## src/hdl/seq_step_consts.svh

```systemverilog
`ifndef SEQ_STEP_CONSTS_SVH
`define SEQ_STEP_CONSTS_SVH

// register indices; the byte address on the bus is four times the index
`define STEP_SIX_INDEX     8'h96
`define STEP_SEVEN_INDEX   8'h97
`define INDEX_LSB          2
`define INDEX_MSB          9

// reset values
`define STEP_SIX_RESET     16'h0006
`define STEP_SEVEN_RESET   16'h0007

// field layout of a step register
`define ENABLE_BIT         15
`define GAIN_MSB           14
`define GAIN_LSB           13
`define RESERVED_MSB       12
`define RESERVED_LSB       5
`define NEGATIVE_BIT       4
`define POSITIVE_MSB       3
`define POSITIVE_LSB       0

// writable bits: 15, 14:13, 4, 3:0
`define WRITE_MASK         16'hE01F
`define UPPER_PAD          16'h0000
`define READ_UNMAPPED      32'h0000_0000

// gain codes and the factors they give
`define GAIN_CODE_ONE      2'h0
`define GAIN_CODE_TWO      2'h1
`define GAIN_FACTOR_ONE    3'h1
`define GAIN_FACTOR_TWO    3'h2
`define GAIN_FACTOR_FOUR   3'h4

`endif

```

## src/hdl/seq_step_pkg.sv

```systemverilog
package seq_step_pkg;

	// one step register as software sees it
	typedef struct packed {
		logic       enable;
		logic [1:0] gain;
		logic [7:0] reserved;
		logic       negative;
		logic [3:0] positive;
	} step_cfg_type;

	typedef enum logic [1:0] {
		NEG_GROUND,
		NEG_EXT_SEVEN,
		NEG_AUTO
	} neg_source_type;

	// what the converter front end is told for one step
	typedef struct packed {
		logic           enable;
		logic [2:0]     gain_factor;
		neg_source_type negative;
		logic           internal;
		logic [3:0]     positive;
	} step_route_type;

	typedef enum {
		BUS_IDLE,
		BUS_ANSWER
	} bus_state_type;

endpackage : seq_step_pkg

```

## src/hdl/step_route_decode.sv

```systemverilog
`timescale 1ns/1ps
`include "seq_step_consts.svh"

module step_route_decode (
	input  wire seq_step_pkg::step_cfg_type   i_cfg,
	output seq_step_pkg::step_route_type      o_route
);
	import seq_step_pkg::*;

	always_comb begin
		o_route.enable   = i_cfg.enable;
		o_route.positive = i_cfg.positive;
		// top half of the positive code selects an internal source
		o_route.internal = i_cfg.positive[`POSITIVE_MSB];
		unique case (i_cfg.gain)
			`GAIN_CODE_ONE: o_route.gain_factor = `GAIN_FACTOR_ONE;
			`GAIN_CODE_TWO: o_route.gain_factor = `GAIN_FACTOR_TWO;
			default:        o_route.gain_factor = `GAIN_FACTOR_FOUR;
		endcase
		// internal sources pick their own return path
		if (i_cfg.positive[`POSITIVE_MSB]) begin
			o_route.negative = NEG_AUTO;
		end else if (i_cfg.negative) begin
			o_route.negative = NEG_EXT_SEVEN;
		end else begin
			o_route.negative = NEG_GROUND;
		end
	end

endmodule : step_route_decode

```

## src/hdl/seq_step_config_register.sv

```systemverilog
// Decided for this implementation: the Avalon-MM interface to the registers.
`timescale 1ns/1ps
`include "seq_step_consts.svh"

module seq_step_config_register (
	input  wire logic                         i_mclk,
	input  wire logic                         i_rst,
	input  wire logic [9:0]                   i_avs_address,
	input  wire logic                         i_avs_read,
	input  wire logic                         i_avs_write,
	input  wire logic [31:0]                  i_avs_writedata,
	input  wire logic [3:0]                   i_avs_byteenable,
	output logic [31:0]                       o_avs_readdata,
	output logic                              o_avs_waitrequest,
	output seq_step_pkg::step_route_type      o_step_route [2]
);
	import seq_step_pkg::*;

	localparam int STEPS = 2;

	bus_state_type  state_reg;
	bus_state_type  state_next;
	logic           waitrequest_reg;
	logic           waitrequest_next;
	logic [31:0]    readdata_reg;
	logic [31:0]    readdata_next;

	logic [15:0]    cfg_reg   [STEPS];
	logic [15:0]    cfg_next  [STEPS];
	logic [7:0]     step_index [STEPS];
	logic [STEPS-1:0] hit;
	step_route_type route_comb [STEPS];
	step_route_type route_reg  [STEPS];

	logic           request;
	logic           commit_write;
	logic [7:0]     req_index;
	logic [31:0]    read_word;

	assign step_index[0] = `STEP_SIX_INDEX;
	assign step_index[1] = `STEP_SEVEN_INDEX;

	assign request   = i_avs_read | i_avs_write;
	assign req_index = i_avs_address[`INDEX_MSB:`INDEX_LSB];
	// the write lands on the one edge where waitrequest is seen low
	assign commit_write = (state_reg == BUS_ANSWER) & i_avs_write;

	// ---------------------------------------------------------------
	// bus handshake: every access waits one cycle, then answers
	// ---------------------------------------------------------------
	always_comb begin
		state_next       = state_reg;
		waitrequest_next = 1'b1;
		readdata_next    = readdata_reg;
		unique case (state_reg)
			BUS_IDLE: begin
				if (request) begin
					state_next       = BUS_ANSWER;
					waitrequest_next = 1'b0;
					readdata_next    = read_word;
				end
			end
			BUS_ANSWER: begin
				// back to idle so a held request is never taken twice
				state_next = BUS_IDLE;
			end
		endcase
	end

	always_ff @(posedge i_mclk or posedge i_rst) begin
		if (i_rst) begin
			state_reg       <= BUS_IDLE;
			waitrequest_reg <= 1'b1;
			readdata_reg    <= `READ_UNMAPPED;
		end else begin
			state_reg       <= state_next;
			waitrequest_reg <= waitrequest_next;
			readdata_reg    <= readdata_next;
		end
	end

	// read mux; an unmapped index reads zero
	always_comb begin
		read_word = `READ_UNMAPPED;
		for (int s = 0; s < STEPS; s++) begin
			if (hit[s]) begin
				// reserved bits are never stored, so they read zero
				read_word = {`UPPER_PAD, cfg_reg[s] & `WRITE_MASK};
			end
		end
	end

	// ---------------------------------------------------------------
	// one step register and its decoder per entry
	// ---------------------------------------------------------------
	for (genvar g = 0; g < STEPS; g++) begin : gen_step
		logic [15:0] merged;

		assign hit[g] = (req_index == step_index[g]);

		always_comb begin
			merged[15:8] = i_avs_byteenable[1] ? i_avs_writedata[15:8]
			                                   : cfg_reg[g][15:8];
			merged[7:0]  = i_avs_byteenable[0] ? i_avs_writedata[7:0]
			                                   : cfg_reg[g][7:0];
			cfg_next[g] = cfg_reg[g];
			if (commit_write && hit[g]) begin
				// upper lanes and reserved bits are dropped here
				cfg_next[g] = merged & `WRITE_MASK;
			end
		end

		step_route_decode step_route_decode_i (
			.i_cfg   (step_cfg_type'(cfg_reg[g])),
			.o_route (route_comb[g])
		);
	end

	// reset values differ per step, so they are named one by one
	always_ff @(posedge i_mclk or posedge i_rst) begin
		if (i_rst) begin
			cfg_reg[0] <= `STEP_SIX_RESET;
			cfg_reg[1] <= `STEP_SEVEN_RESET;
		end else begin
			cfg_reg[0] <= cfg_next[0];
			cfg_reg[1] <= cfg_next[1];
		end
	end

	// routes are registered so the analog side sees clean levels
	always_ff @(posedge i_mclk or posedge i_rst) begin
		if (i_rst) begin
			for (int s = 0; s < STEPS; s++) begin
				route_reg[s] <= '0;
			end
		end else begin
			for (int s = 0; s < STEPS; s++) begin
				route_reg[s] <= route_comb[s];
			end
		end
	end

	assign o_avs_waitrequest = waitrequest_reg;
	assign o_avs_readdata    = readdata_reg;
	assign o_step_route      = route_reg;

	logic [15:0] six_q;
	logic [15:0] seven_q;
	step_cfg_type six_cfg;
	step_cfg_type seven_cfg;
	assign six_q   = cfg_reg[0];
	assign seven_q = cfg_reg[1];
	assign six_cfg = step_cfg_type'(cfg_reg[0]);
	assign seven_cfg = step_cfg_type'(cfg_reg[1]);
endmodule : seq_step_config_register

```

## config.mk

```make
export PLATFORM = sky130hd
export DESIGN_NAME = seq_step_config_register
export DESIGN_NICKNAME = d
export VERILOG_FILES = /design/src/hdl/seq_step_pkg.sv /design/src/hdl/step_route_decode.sv /design/src/hdl/seq_step_config_register.sv
export VERILOG_INCLUDE_DIRS = /design/src /design/src/hdl
export SDC_FILE = /design/constraint.sdc
export NUM_CORES = 1
export LEC_CHECK = 0
export ABC_AREA = 1
export BUFFER_PORTS_ARGS = -buffer_cell sky130_fd_sc_hd__buf_2
export CAP_MARGIN = 0
export CORE_ASPECT_RATIO = 0.8
export CORE_MARGIN = 3
export CORE_UTILIZATION = 41
export CTS_CLUSTER_DIAMETER = 30
export DETAILED_ROUTE_END_ITERATION = 16
export PLACE_DENSITY_LB_ADDON = 0.3
export SLEW_MARGIN = 20
export SYNTH_ARGS = -nofsm -noshare
export SYNTH_HDL_FRONTEND = slang
export SYNTH_SLANG_ARGS = --single-unit
```

## constraint.sdc

```tcl
create_clock -name i_mclk -period 1.2 [get_ports i_mclk]
set_input_delay 0.12 -clock i_mclk [delete_from_list [all_inputs] [get_ports i_mclk]]
set_output_delay 0.12 -clock i_mclk [all_outputs]
set_load 0.02 [all_outputs]
```

* Word-level counts from Yosys, hierarchy flattened
Index checks and enable logic that the tools add are counted.
Word-level totals: flip-flop bits (word level) 103, bits in latches 0, bits in writable memories 0, memory bits (read-only) 0, input bits 50, output and inout bits 55, logic and storage cells 48, memories 0
Operators by class: add/subtract/negate cells 0, multiply operators 0, div/mod/pow operators 0, $lt $le $gt $ge 0, equal/unequal tests 7, shift-type cells 0, muxes and demuxes 12, bitwise logic cells 2, reduce and logical (&&, ||, !) cells 10
Operator list (count):
- $mux W32 | 2
- $pmux W32 S2 | 1
- $eq A32 B1 Y1 const B | 1
- $eq A32 B2 Y1 const B | 1
- $logic_not A32 Y1 | 1
- $eq A8 B8 Y1 const B | 2
- $mux W16 | 1
- $pmux W3 S2 | 2
- $reduce_and A2 Y1 | 5
- $eq A2 B1 Y1 const B | 2
- $logic_not A2 Y1 | 2
- $mux W1 | 4
- $mux W2 | 2
- $logic_and A1 B1 Y1 | 2
- $ne A2 B2 Y1 const B | 1
- $and A1 B1 Y1 | 1
- $or A1 B1 Y1 | 1

* Depth between registers and ports, before layout
Gate-level depths: netlist of the first run.
depth in word-level cells 4, mapped depth 9, gate-level depth less buffers 8

* By module
From an unflattened synthesis of the first run, not the netlist that was laid out.
Second synthesis, totals: cell total of the unflattened synthesis 234, area total of the unflattened synthesis 2239.6 µm²
Modules (own cells, without submodules):
- seq_step_config_register | instances 1, cells each 208, area each 2089.5 µm², sequential area each 1208.7 µm²
- step_route_decode | instances 2, cells each 13, area each 75.1 µm², sequential area each 0.0 µm²

* Worst setup path after synthesis of the first run
No wires, ideal clock.
path kind register to register, start register state_reg[0], end register cfg_reg (netlist bit seven_cfg[4]), setup time 0.117 ns, arrival time 0.882 ns, data required time 1.083 ns, setup slack 0.201 ns, stages on the path, launching flop included 7, period minus slack after synthesis 0.999 ns, cell sequence dfrtp_1 -> nand2_1 -> inv_1 -> buf_2 -> nand3_1 -> nand2_1 -> nand2_1
Between the ends: longest elaborated chain between the ends 4
Ends and longest elaborated chain:
- start: declaration | line seq_step_config_register.sv:21 | bus_state_type state_reg;
- start signal: assignment | line seq_step_config_register.sv:76 | state_reg <= state_next;
- $eq A32 B2 Y1 | line seq_step_config_register.sv:46 | assign commit_write = (state_reg == BUS_ANSWER) & i_avs_write;
- $and A1 B1 Y1 | line seq_step_config_register.sv:46
- $logic_and A1 B1 Y1 | line seq_step_config_register.sv:107 | if (commit_write && hit[g]) begin
- $reduce_and A2 Y1 (no source line)
- end: declaration | line seq_step_config_register.sv:28 | logic [15:0] cfg_reg [STEPS];
No other way between the ends. A chain may end at the register's enable or synchronous reset.

* Final worst setup path of the first run
start register waitrequest_reg, in the netlist o_avs_waitrequest, end output port o_avs_waitrequest
RTL lines:
- start: declaration | line seq_step_config_register.sv:23 | logic waitrequest_reg;
- start signal: assignment | line seq_step_config_register.sv:77 | waitrequest_reg <= waitrequest_next;
- end: declaration | line seq_step_config_register.sv:14 | output logic o_avs_waitrequest,
No word-level cell between the ends.

==> impl_metrics.ini, run 1 <==
[detailed_routing]
drc = 0
drt_iter0_drc = 63
dr_total_vias = 1474
drt-pass1-iter-count = 4
drt_wl_total_um = 3830
ant_nets = 0
drt-vias-per-instance = 4.32
route.detailed.wl_per_inst_um = 11.2

[sta]
setup_violations = 0
slew_violations = 0
clock_skew_ns = 0.00629
whs_ns = 0.0644
fmax_mhz = 928
min_period_ns = 1.08
fin_crit_sh = 0.898
rsz0062_at_grt = false
final.setup.tns_ns = 0
final_hold_viol_count = 0

[hold_path]
hp-class = input port to flip-flop
hold_path.startpoint = i_avs_writedata[1]
hold_end = six_cfg[1]
hold_depth = 3

[run_status]
run_status = complete, no violations

[floorplanning]
ios = 105
row_count = 22
initial_utilization = 0.435
die_area_mm2 = 0.00585
die_h_um = 69.0
core_mm2 = 0.00468
die_w_um = 84.8

[setup_path]
start_kind = flip-flop
crit_type = flip-flop to primary output
crit_fanout = 1
arrival_ns = 0.96
critPathCaptureType = primary output
ff2ff_path_depth = 5
cp_cell_sequence = buf_2
cp_top_family = flip-flops
cp.required_ns = 1.08
slowest_stage = dfstp_2
regToRegSetupSlack_ns = 0.16
cpPeakStageDelay_ns = 0.51
rr_startpoint = state_reg[0]
crit_buf_inv = 1
worstSetupStartpoint = o_avs_waitrequest
r2r_end = seven_cfg[3]

[clocking]
cts_buffer_depth = 2
cts_buffers = 5
clk_latency_ns = 0.29
clkSinkCount = 44
cts_tree = yes
post_cts_buffers = 0
htree_levels = 2
clk_pin_slew_ns = 0.08
cts_root_buffer = clkbuf_8

[final_layout]
finalNetCount = 330
layout-drive-gt1-share = 0.306
largest_reg_flops = 18
synthToLayoutAreaGrowth_pct = 16.2
antenna_cells = 0

[global_route]
grt.overflow.total = 0
grt_usage = 0.134
grt_max_degree = 45
grt_pass1_vias = 1332
grt_pass1_wl_um = 6280
grt_antenna_before_repair = 0

[logic_synthesis]
synthTopCellsByArea = dfrtp_1, nand2_1, buf_4
synth_cell_types = 20
yosys_warnings = 0
post-synth-top-area-fraction = 0.467
synth-seq-cells = 44
syn-cell-area_mm2 = 0.00203
netlist_instances = 226
syn_avg_cell_area_um2 = 9.00
synth-seq-area-share = 0.545
synth_top_area_cell = dfrtp_1

[power]
power_w = 0.00275
p_per_area_mw_per_mm2 = 1160
leakagePower_nw = 1.41
irDropWorstVdd_mv = 0.538

[placement]
port_buffers = 52
gp_congestion = 0.734
dp_hpwl_um = 2860

[job]
maxCapViolations = 0
==> worst max path at each step <==
stage / endpoint / slack (ns) / depth (start not counted)
detailed placement: six_cfg[0] / 0.06 / 7
floorplan: o_avs_readdata[0] / 0.06 / 1
global route: seven_cfg[4] / 0.09 / 5
global placement: six_cfg[3] / 0.09 / 7
finish: o_avs_waitrequest / 0.12 / 1
CTS: six_cfg[0] / 0.09 / 5
==> synthesized netlist by cell type (all sizes together) <==
| cell | number |
|---|---|
| nor2 | 21 |
| buf | 32 |
| nand4 | 17 |
| dfstp | 6 |
| clkbuf | 4 |
| nand2 | 78 |
| conb | 1 |
| nand3 | 12 |
| inv | 17 |
| dfrtp | 38 |
==> metrics by stage <==
stage	util	setup WS, ns	instance area [um^2]	std cells
6_report	0.505	0.123	2360	341
5_1_grt	0.505	0.0865	2360	341
4_1_cts	0.504	0.0865	2360	341
3_5_place_dp	0.483	0.0643	2260	332
3_3_place_gp	0.483	0.0919	2260	332
2_1_floorplan	-	0.0589	2120	249
==> worst min-delay path, cell delays in order <==
cell and delay (ns):
buf_2 0.11, nand4_1 0.08, nand2_1 0.05
==> report_power, final <==
group	switching [W]	internal, W	total [W]
clock network	0.000464	0.000469	0.000933
logic	0.000213	0.0000733	0.000287
registers	0.0000134	0.00151	0.00153
total	0.000691	0.00205	0.00275
==> timing repair <==
item	4_1_cts	5_1_grt
setup endpoints to repair	0	4
resized for setup	0	2
hold buffers	1	0
endpoints found under the hold margin	38	0
==> cells in the final DEF (no fill, tap or decap) <==
master / Yosys / routed
buf_12: 0 / 1
buf_2: 2 / 52
inv_2: 2 / 3
nor2_2: 4 / 4
inv_1: 15 / 14
conb_1: 1 / 24
clkbuf_8: 0 / 6
nand3_2: 1 / 2
buf_4: 28 / 6
nand2_2: 2 / 2
dfrtp_1: 38 / 38
dlygate4sd3_1: 0 / 1
nand2_4: 1 / 1
nand3_1: 11 / 10
nand2_1: 75 / 75
nor2_1: 14 / 14
clkbuf_1: 4 / 2
dfstp_2: 6 / 6
nor2_4: 2 / 2
nor2_8: 1 / 1
nand4_1: 17 / 17
==> routing by layer <==
layer	share of wire	track usage	up-vias
met4	0.018	0.0633	0
met5	0	0	-
li1	-	-	757
met3	0.067	0.0311	7
met1	0.51	0.201	657
met2	0.41	0.181	53
==> layout make-up <==
type,count,area [um^2]
clock buffers,8,90.1
fillers,462,2310
inverters,17,63.8
multi-input cells,152,692
flip-flops and latches,44,1110
well taps,60,75.1
repair buffers,60,335
==> cells by family after synthesis <==
family,after synthesis,share of synthesized area
simple gates,128,0.293
other cells,1,0.00184
flops,44,0.545
buf+inv,53,0.160
(Power assumes the default switching activity.)
==> run 2, diff against run 1 <==
--- a/config.mk
+++ b/config.mk
@@ -14,7 +14,7 @@
 export CORE_UTILIZATION = 41
 export CTS_CLUSTER_DIAMETER = 30
 export DETAILED_ROUTE_END_ITERATION = 16
-export PLACE_DENSITY_LB_ADDON = 0.3
+export PLACE_DENSITY = 0.82
 export SLEW_MARGIN = 20
 export SYNTH_ARGS = -nofsm -noshare
 export SYNTH_HDL_FRONTEND = slang
==> impl_metrics.ini, run 2 (synthesized netlist as in run 1, its figures left out) <==
[run_status]
run_status = complete, no violations

[sta]
final_hold_viol_count = 0
min_period_ns = 1.07
final.setup.tns_ns = 0
clock_skew_ns = 0.0110
rsz0062_at_grt = false
setup_violations = 0
slew_violations = 0
fmax_mhz = 931
fin_crit_sh = 0.895

[floorplanning]
ios = 105
die_w_um = 84.8
die_h_um = 69.0
die_area_mm2 = 0.00585
core_mm2 = 0.00468
initial_utilization = 0.435
row_count = 22

[power]
leakagePower_nw = 1.42
power_frac_seq = 0.519
share_comb_of_total_power = 0.099
p_per_area_mw_per_mm2 = 1220
swShare = 0.246
p_sw_w = 0.000724
power_frac_clock = 0.382
irDropWorstVdd_mv = 0.629
p_int_w = 0.00221

[global_route]
grt_usage = 0.141
grt_pass1_vias = 1443
grt.overflow.total = 0
grt_antenna_before_repair = 0
grt_pass1_wl_um = 6690
grt_max_degree = 45

[setup_path]
start_kind = flip-flop
arrival_ns = 0.95
cp_top_family = flip-flops
cp.required_ns = 1.08
slowest_stage = dfstp_2
critPathCaptureType = primary output
crit_buf_inv = 1
cp_cell_sequence = buf_2
cpPeakStageDelay_ns = 0.52
crit_fanout = 1
crit_type = flip-flop to primary output

[final_layout]
antenna_cells = 0
fin_area_mm2 = 0.00240
largest_reg_flops = 18
synthToLayoutAreaGrowth_pct = 18.1
layout_common_cells = nand2_1, buf_2, dfrtp_1, conb_1, nand4_1
layout.cells.non_filler = 341
finalNetCount = 330
layout-drive-gt1-share = 0.313
final_common_cell = nand2_1
final_util = 0.514

[clocking]
htree_levels = 2
clkSinkCount = 44
cts_tree = yes
post_cts_buffers = 0
cts_buffer_depth = 2
cts_root_buffer = clkbuf_8
clk_latency_ns = 0.30
clk_pin_slew_ns = 0.09
cts_buffers = 5

[detailed_routing]
drc = 0
drt-pass1-iter-count = 4
route.detailed.wl_per_inst_um = 11.4
dr_total_vias = 1509
drt_wl_total_um = 3890
drt-vias-per-instance = 4.43
drt_iter0_drc = 88
ant_nets = 0

[placement]
dp_hpwl_um = 2940
place_area_mm2 = 0.00227
dp_cells = 332
port_buffers = 52
gp_congestion = 0.738

[hold_path]
hp-class = input port to flip-flop

[job]
maxCapViolations = 0
run 2: cell count changes in the layout (fill, tap and decap cells not counted), sizes merged:
cell,delta
bufinv,+1
clkbuf,-3
clkinv,+2
run 2: final cells by class:
type	count	area, um^2
fillers	436	2280
flip-flops and latches	44	1110
multi-input cells	152	692
repair buffers	60	348
well taps	60	75.1
clock buffers	5	68.8
inverters	17	63.8
clock inverters	3	47.5
run 2: worst register-to-register path: cells and delay by family (launching register included):
family	cells	cell delay [ns]
buffers and inverters	2	0.30
flip-flops	1	0.37
AND/OR/NAND/NOR	3	0.31
run 2: per-stage QoR:
stage / setup WS [ns] / hold WS, ns / total power, W
after floorplan: 0.0589 / 0.242 / 0.00180
after global placement: 0.0983 / 0.193 / 0.00183
after detailed placement: 0.0734 / 0.198 / 0.00184
after CTS: 0.0652 / 0.0469 / 0.00296
after global routing: 0.0194 / 0.0622 / 0.00305
final: 0.126 / 0.0513 / 0.00294
run 2: power by group through the flow:
stage / combinational (W) / clock (W) / sequential, W
finish: 0.000291 / 0.00112 / 0.00153
global route: 0.000320 / 0.00120 / 0.00153
CTS: 0.000290 / 0.00115 / 0.00153
detailed placement: 0.000286 / 0 / 0.00155
global placement: 0.000281 / 0 / 0.00155
floorplan: 0.000233 / 0 / 0.00157
run 2: repair_timing:
action                     CTS  global route
hold endpoints to repair    38             0
hold buffers                 1             0
resized for setup            0             2
setup endpoints to repair    0            13
run 2: path summary, 6_finish.rpt:
check,from,end,slack (ns),cells past startpoint
worst max-delay path,o_avs_waitrequest,o_avs_waitrequest,0.13,1
worst min-delay path,i_avs_writedata[0],seven_cfg[0],0.05,3
worst max register to register,state_reg[0],seven_cfg[13],0.16,5
worst min register to register,seven_cfg[0],o_step_route[0],0.41,0
max in group asynchronous,i_rst,o_avs_waitrequest,0.51,4
min in group asynchronous,i_rst,o_step_route[21],0.42,4
run 2: per-layer routing:
metal | GRT usage | up-vias | wire [um]
met2 | 0.218 | 64 | 1740
met5 | 0 | - | 0
met1 | 0.183 | 682 | 1730
met4 | 0.0492 | 0 | 36
met3 | 0.0526 | 2 | 380
li1 | - | 761 | -
==> run 3, diff against run 2 <==
--- a/config.mk
+++ b/config.mk
@@ -6,15 +6,15 @@
 export SDC_FILE = /design/constraint.sdc
 export NUM_CORES = 1
 export LEC_CHECK = 0
-export ABC_AREA = 1
+export ABC_AREA = 0
 export BUFFER_PORTS_ARGS = -buffer_cell sky130_fd_sc_hd__buf_2
 export CAP_MARGIN = 0
 export CORE_ASPECT_RATIO = 0.8
 export CORE_MARGIN = 3
-export CORE_UTILIZATION = 41
+export CORE_UTILIZATION = 39
 export CTS_CLUSTER_DIAMETER = 30
 export DETAILED_ROUTE_END_ITERATION = 16
-export PLACE_DENSITY = 0.82
+export PLACE_DENSITY = 0.81
 export SLEW_MARGIN = 20
 export SYNTH_ARGS = -nofsm -noshare
 export SYNTH_HDL_FRONTEND = slang
==> impl_metrics.ini, run 3 <==
[detailed_routing]
dr_total_vias = 1115
drt_wl_total_um = 3340
drc = 0
drt-pass1-iter-count = 4
route.detailed.wl_per_inst_um = 13.2
drt-vias-per-instance = 4.41
drt_iter0_drc = 27
ant_nets = 0

[power]
p_int_w = 0.00205
p_sw_w = 0.000672
p_per_area_mw_per_mm2 = 1180
power_frac_clock = 0.342
leakagePower_nw = 1.24
share_comb_of_total_power = 0.098
irDropWorstVdd_mv = 0.432
swShare = 0.247
power_frac_seq = 0.560

[setup_path]
cp_cell_sequence = nand4b_1 -> nor3_4 -> buf_12 -> mux2_4
arrival_ns = 1.50
start_kind = flip-flop
crit_type = flip-flop to flip-flop
slowest_stage = dfrtp_1
critPathCaptureType = flip-flop
crit_buf_inv = 1
cp.required_ns = 1.38
crit_fanout = 5
cp_top_family = flip-flops
cpPeakStageDelay_ns = 0.41

[placement]
post-place-ws_ns = -0.202
gp_congestion = 0.774
dp_hpwl_um = 2470
port_buffers = 52

[floorplanning]
die_h_um = 68.1
core_mm2 = 0.00441
die_area_mm2 = 0.00570
initial_utilization = 0.426
ios = 105
row_count = 21
die_w_um = 83.7

[logic_synthesis]
post-synth-top-area-fraction = 0.505
yosys_warnings = 0
syn_avg_cell_area_um2 = 13.6
netlist_instances = 138
postSynth.asyncResetShare = 1.00
synth_top_area_cell = dfrtp_1
synthTopCellsByArea = dfrtp_1, buf_4, mux2_2
synth_fa_ha_area_frac = 0
synth-seq-area-share = 0.589
post_synth_most_frequent_cells = dfrtp_1, buf_4, mux2_2
synth_mux_area_frac = 0.138
ys.flop_type = dfrtp_1
synth_compound_area_frac = 0.0379
synth_top_family_by_area = multiplexers
synth-seq-cells = 44
yosysMostFrequentCell = dfrtp_1
synth-edff-count = 0
yosys.area_share.simple = 0.101
synth_cell_types = 21
syn-cell-area_mm2 = 0.00188
synthXorXnorAreaFrac = 0

[global_route]
grt_pass1_wl_um = 5340
grt.busiest_layer = met2
globalRouteMet3Util = 0.0421
grt_max_degree = 45
grt_antenna_before_repair = 0
grtUsageMet2 = 0.199
grt_util_met1 = 0.153
grt.overflow.total = 0
grt_pass1_vias = 1106
grt_usage = 0.123

[final_layout]
layout-drive-gt1-share = 0.490
antenna_cells = 0
synthToLayoutAreaGrowth_pct = 22.9
layout_common_cells = buf_2, dfrtp_1, conb_1, mux2_4
final_common_cell = buf_2
finalNetCount = 245
largest_reg_flops = 18

[sta]
whs_ns = 0.0749
setup_violations = 23
slew_violations = 0
final.setup.tns_ns = -1.24
min_period_ns = 1.32
rsz0062_at_grt = true
worst_pin_slew_ns = 0.759
final_hold_viol_count = 0
setup_slack_ns = -0.119
fin_crit_sh = 1.10
slew-limit-headroom = 0.494
clock_skew_ns = 0.00242
fmax_mhz = 758

[run_status]
run_status = finished, violations left
violations = setup timing

[clocking]
clk_latency_ns = 0.29
clkSinkCount = 44
cts_buffer_depth = 2
cts_tree = yes
cts_root_buffer = clkbuf_8
cts_buffers = 5
clk_pin_slew_ns = 0.08
htree_levels = 2

[hold_path]
hp-class = input port to flip-flop

[job]
maxCapViolations = 0
## run 3: changes by cell type after synthesis, sizes merged, moves of 8 or more
cell	delta
inv	-15
mux2	+16
mux2i	+8
nand2	-70
nand3	-12
nand4	-15
nor2	-19
o31ai	+8
## run 3: kinds of logic (layout without fill, tap and decap cells)
logic type | after synthesis | after routing
AO/OA/AOI/OAI | 9 | 9
flip-flops | 44 | 44
buffers and inverters | 35 | 70
AND/OR/NAND/NOR | 25 | 25
multiplexers | 24 | 24
other | 1 | 24
## run 3: final cells by class
class                           instances  area [um^2]
Clock inverter                          2         10.0
Timing Repair Buffer                   60          360
Fill cell                             397         2100
Sequential cell                        44         1110
Multi-Input combinational cell         82          672
Clock buffer                            6         82.6
Tap cell                               57         71.3
Inverter                                2         7.51
## run 3: path summary, 6_finish.rpt
path / start / end / slack [ns] / depth (start not counted)
max in group asynchronous: i_rst / seven_cfg[2] / 0.53 / 4
min reg2reg: six_cfg[15] / o_step_route[21] / 0.41 / 0
max: state_reg[0] / six_cfg[4] / -0.12 / 4
max reg2reg: state_reg[0] / six_cfg[4] / -0.12 / 4
min in group asynchronous: i_rst / o_step_route[9] / 0.40 / 4
min: i_avs_writedata[13] / seven_cfg[13] / 0.07 / 2
## run 3: stage by stage
| step | util | std cells | total power, W | cell area (um^2) |
|---|---|---|---|---|
| floorplan | - | 161 | 0.00178 | 1970 |
| global placement | 0.478 | 242 | 0.00181 | 2110 |
| detailed placement | 0.478 | 242 | 0.00181 | 2110 |
| CTS | 0.522 | 253 | 0.00276 | 2300 |
| global route | 0.524 | 253 | 0.00285 | 2310 |
| finish | 0.524 | 253 | 0.00273 | 2310 |
## run 3: power by group through the flow
stage / combinational (W) / clock [W] / sequential (W)
2_1_floorplan: 0.000215 / 0 / 0.00157
5_1_grt: 0.000294 / 0.00102 / 0.00153
4_1_cts: 0.000268 / 0.000965 / 0.00153
6_report: 0.000267 / 0.000932 / 0.00153
3_3_place_gp: 0.000257 / 0 / 0.00155
3_5_place_dp: 0.000260 / 0 / 0.00155
## run 3: repair_timing
item / CTS / global route
setup buffers: 2 / 0
resized for setup: 14 / 2
hold buffers: 1 / 0
pin swaps: 3 / 3
setup endpoints to repair: 24 / 24
hold endpoints to repair: 38 / 0
## run 3: layer usage
layer	part of all wire	vias to the layer above	wire length [um]
met4	0.011	0	36
met5	0	-	0
met3	0.071	4	237
met2	0.48	45	1590
met1	0.44	537	1470
li1	-	529	-
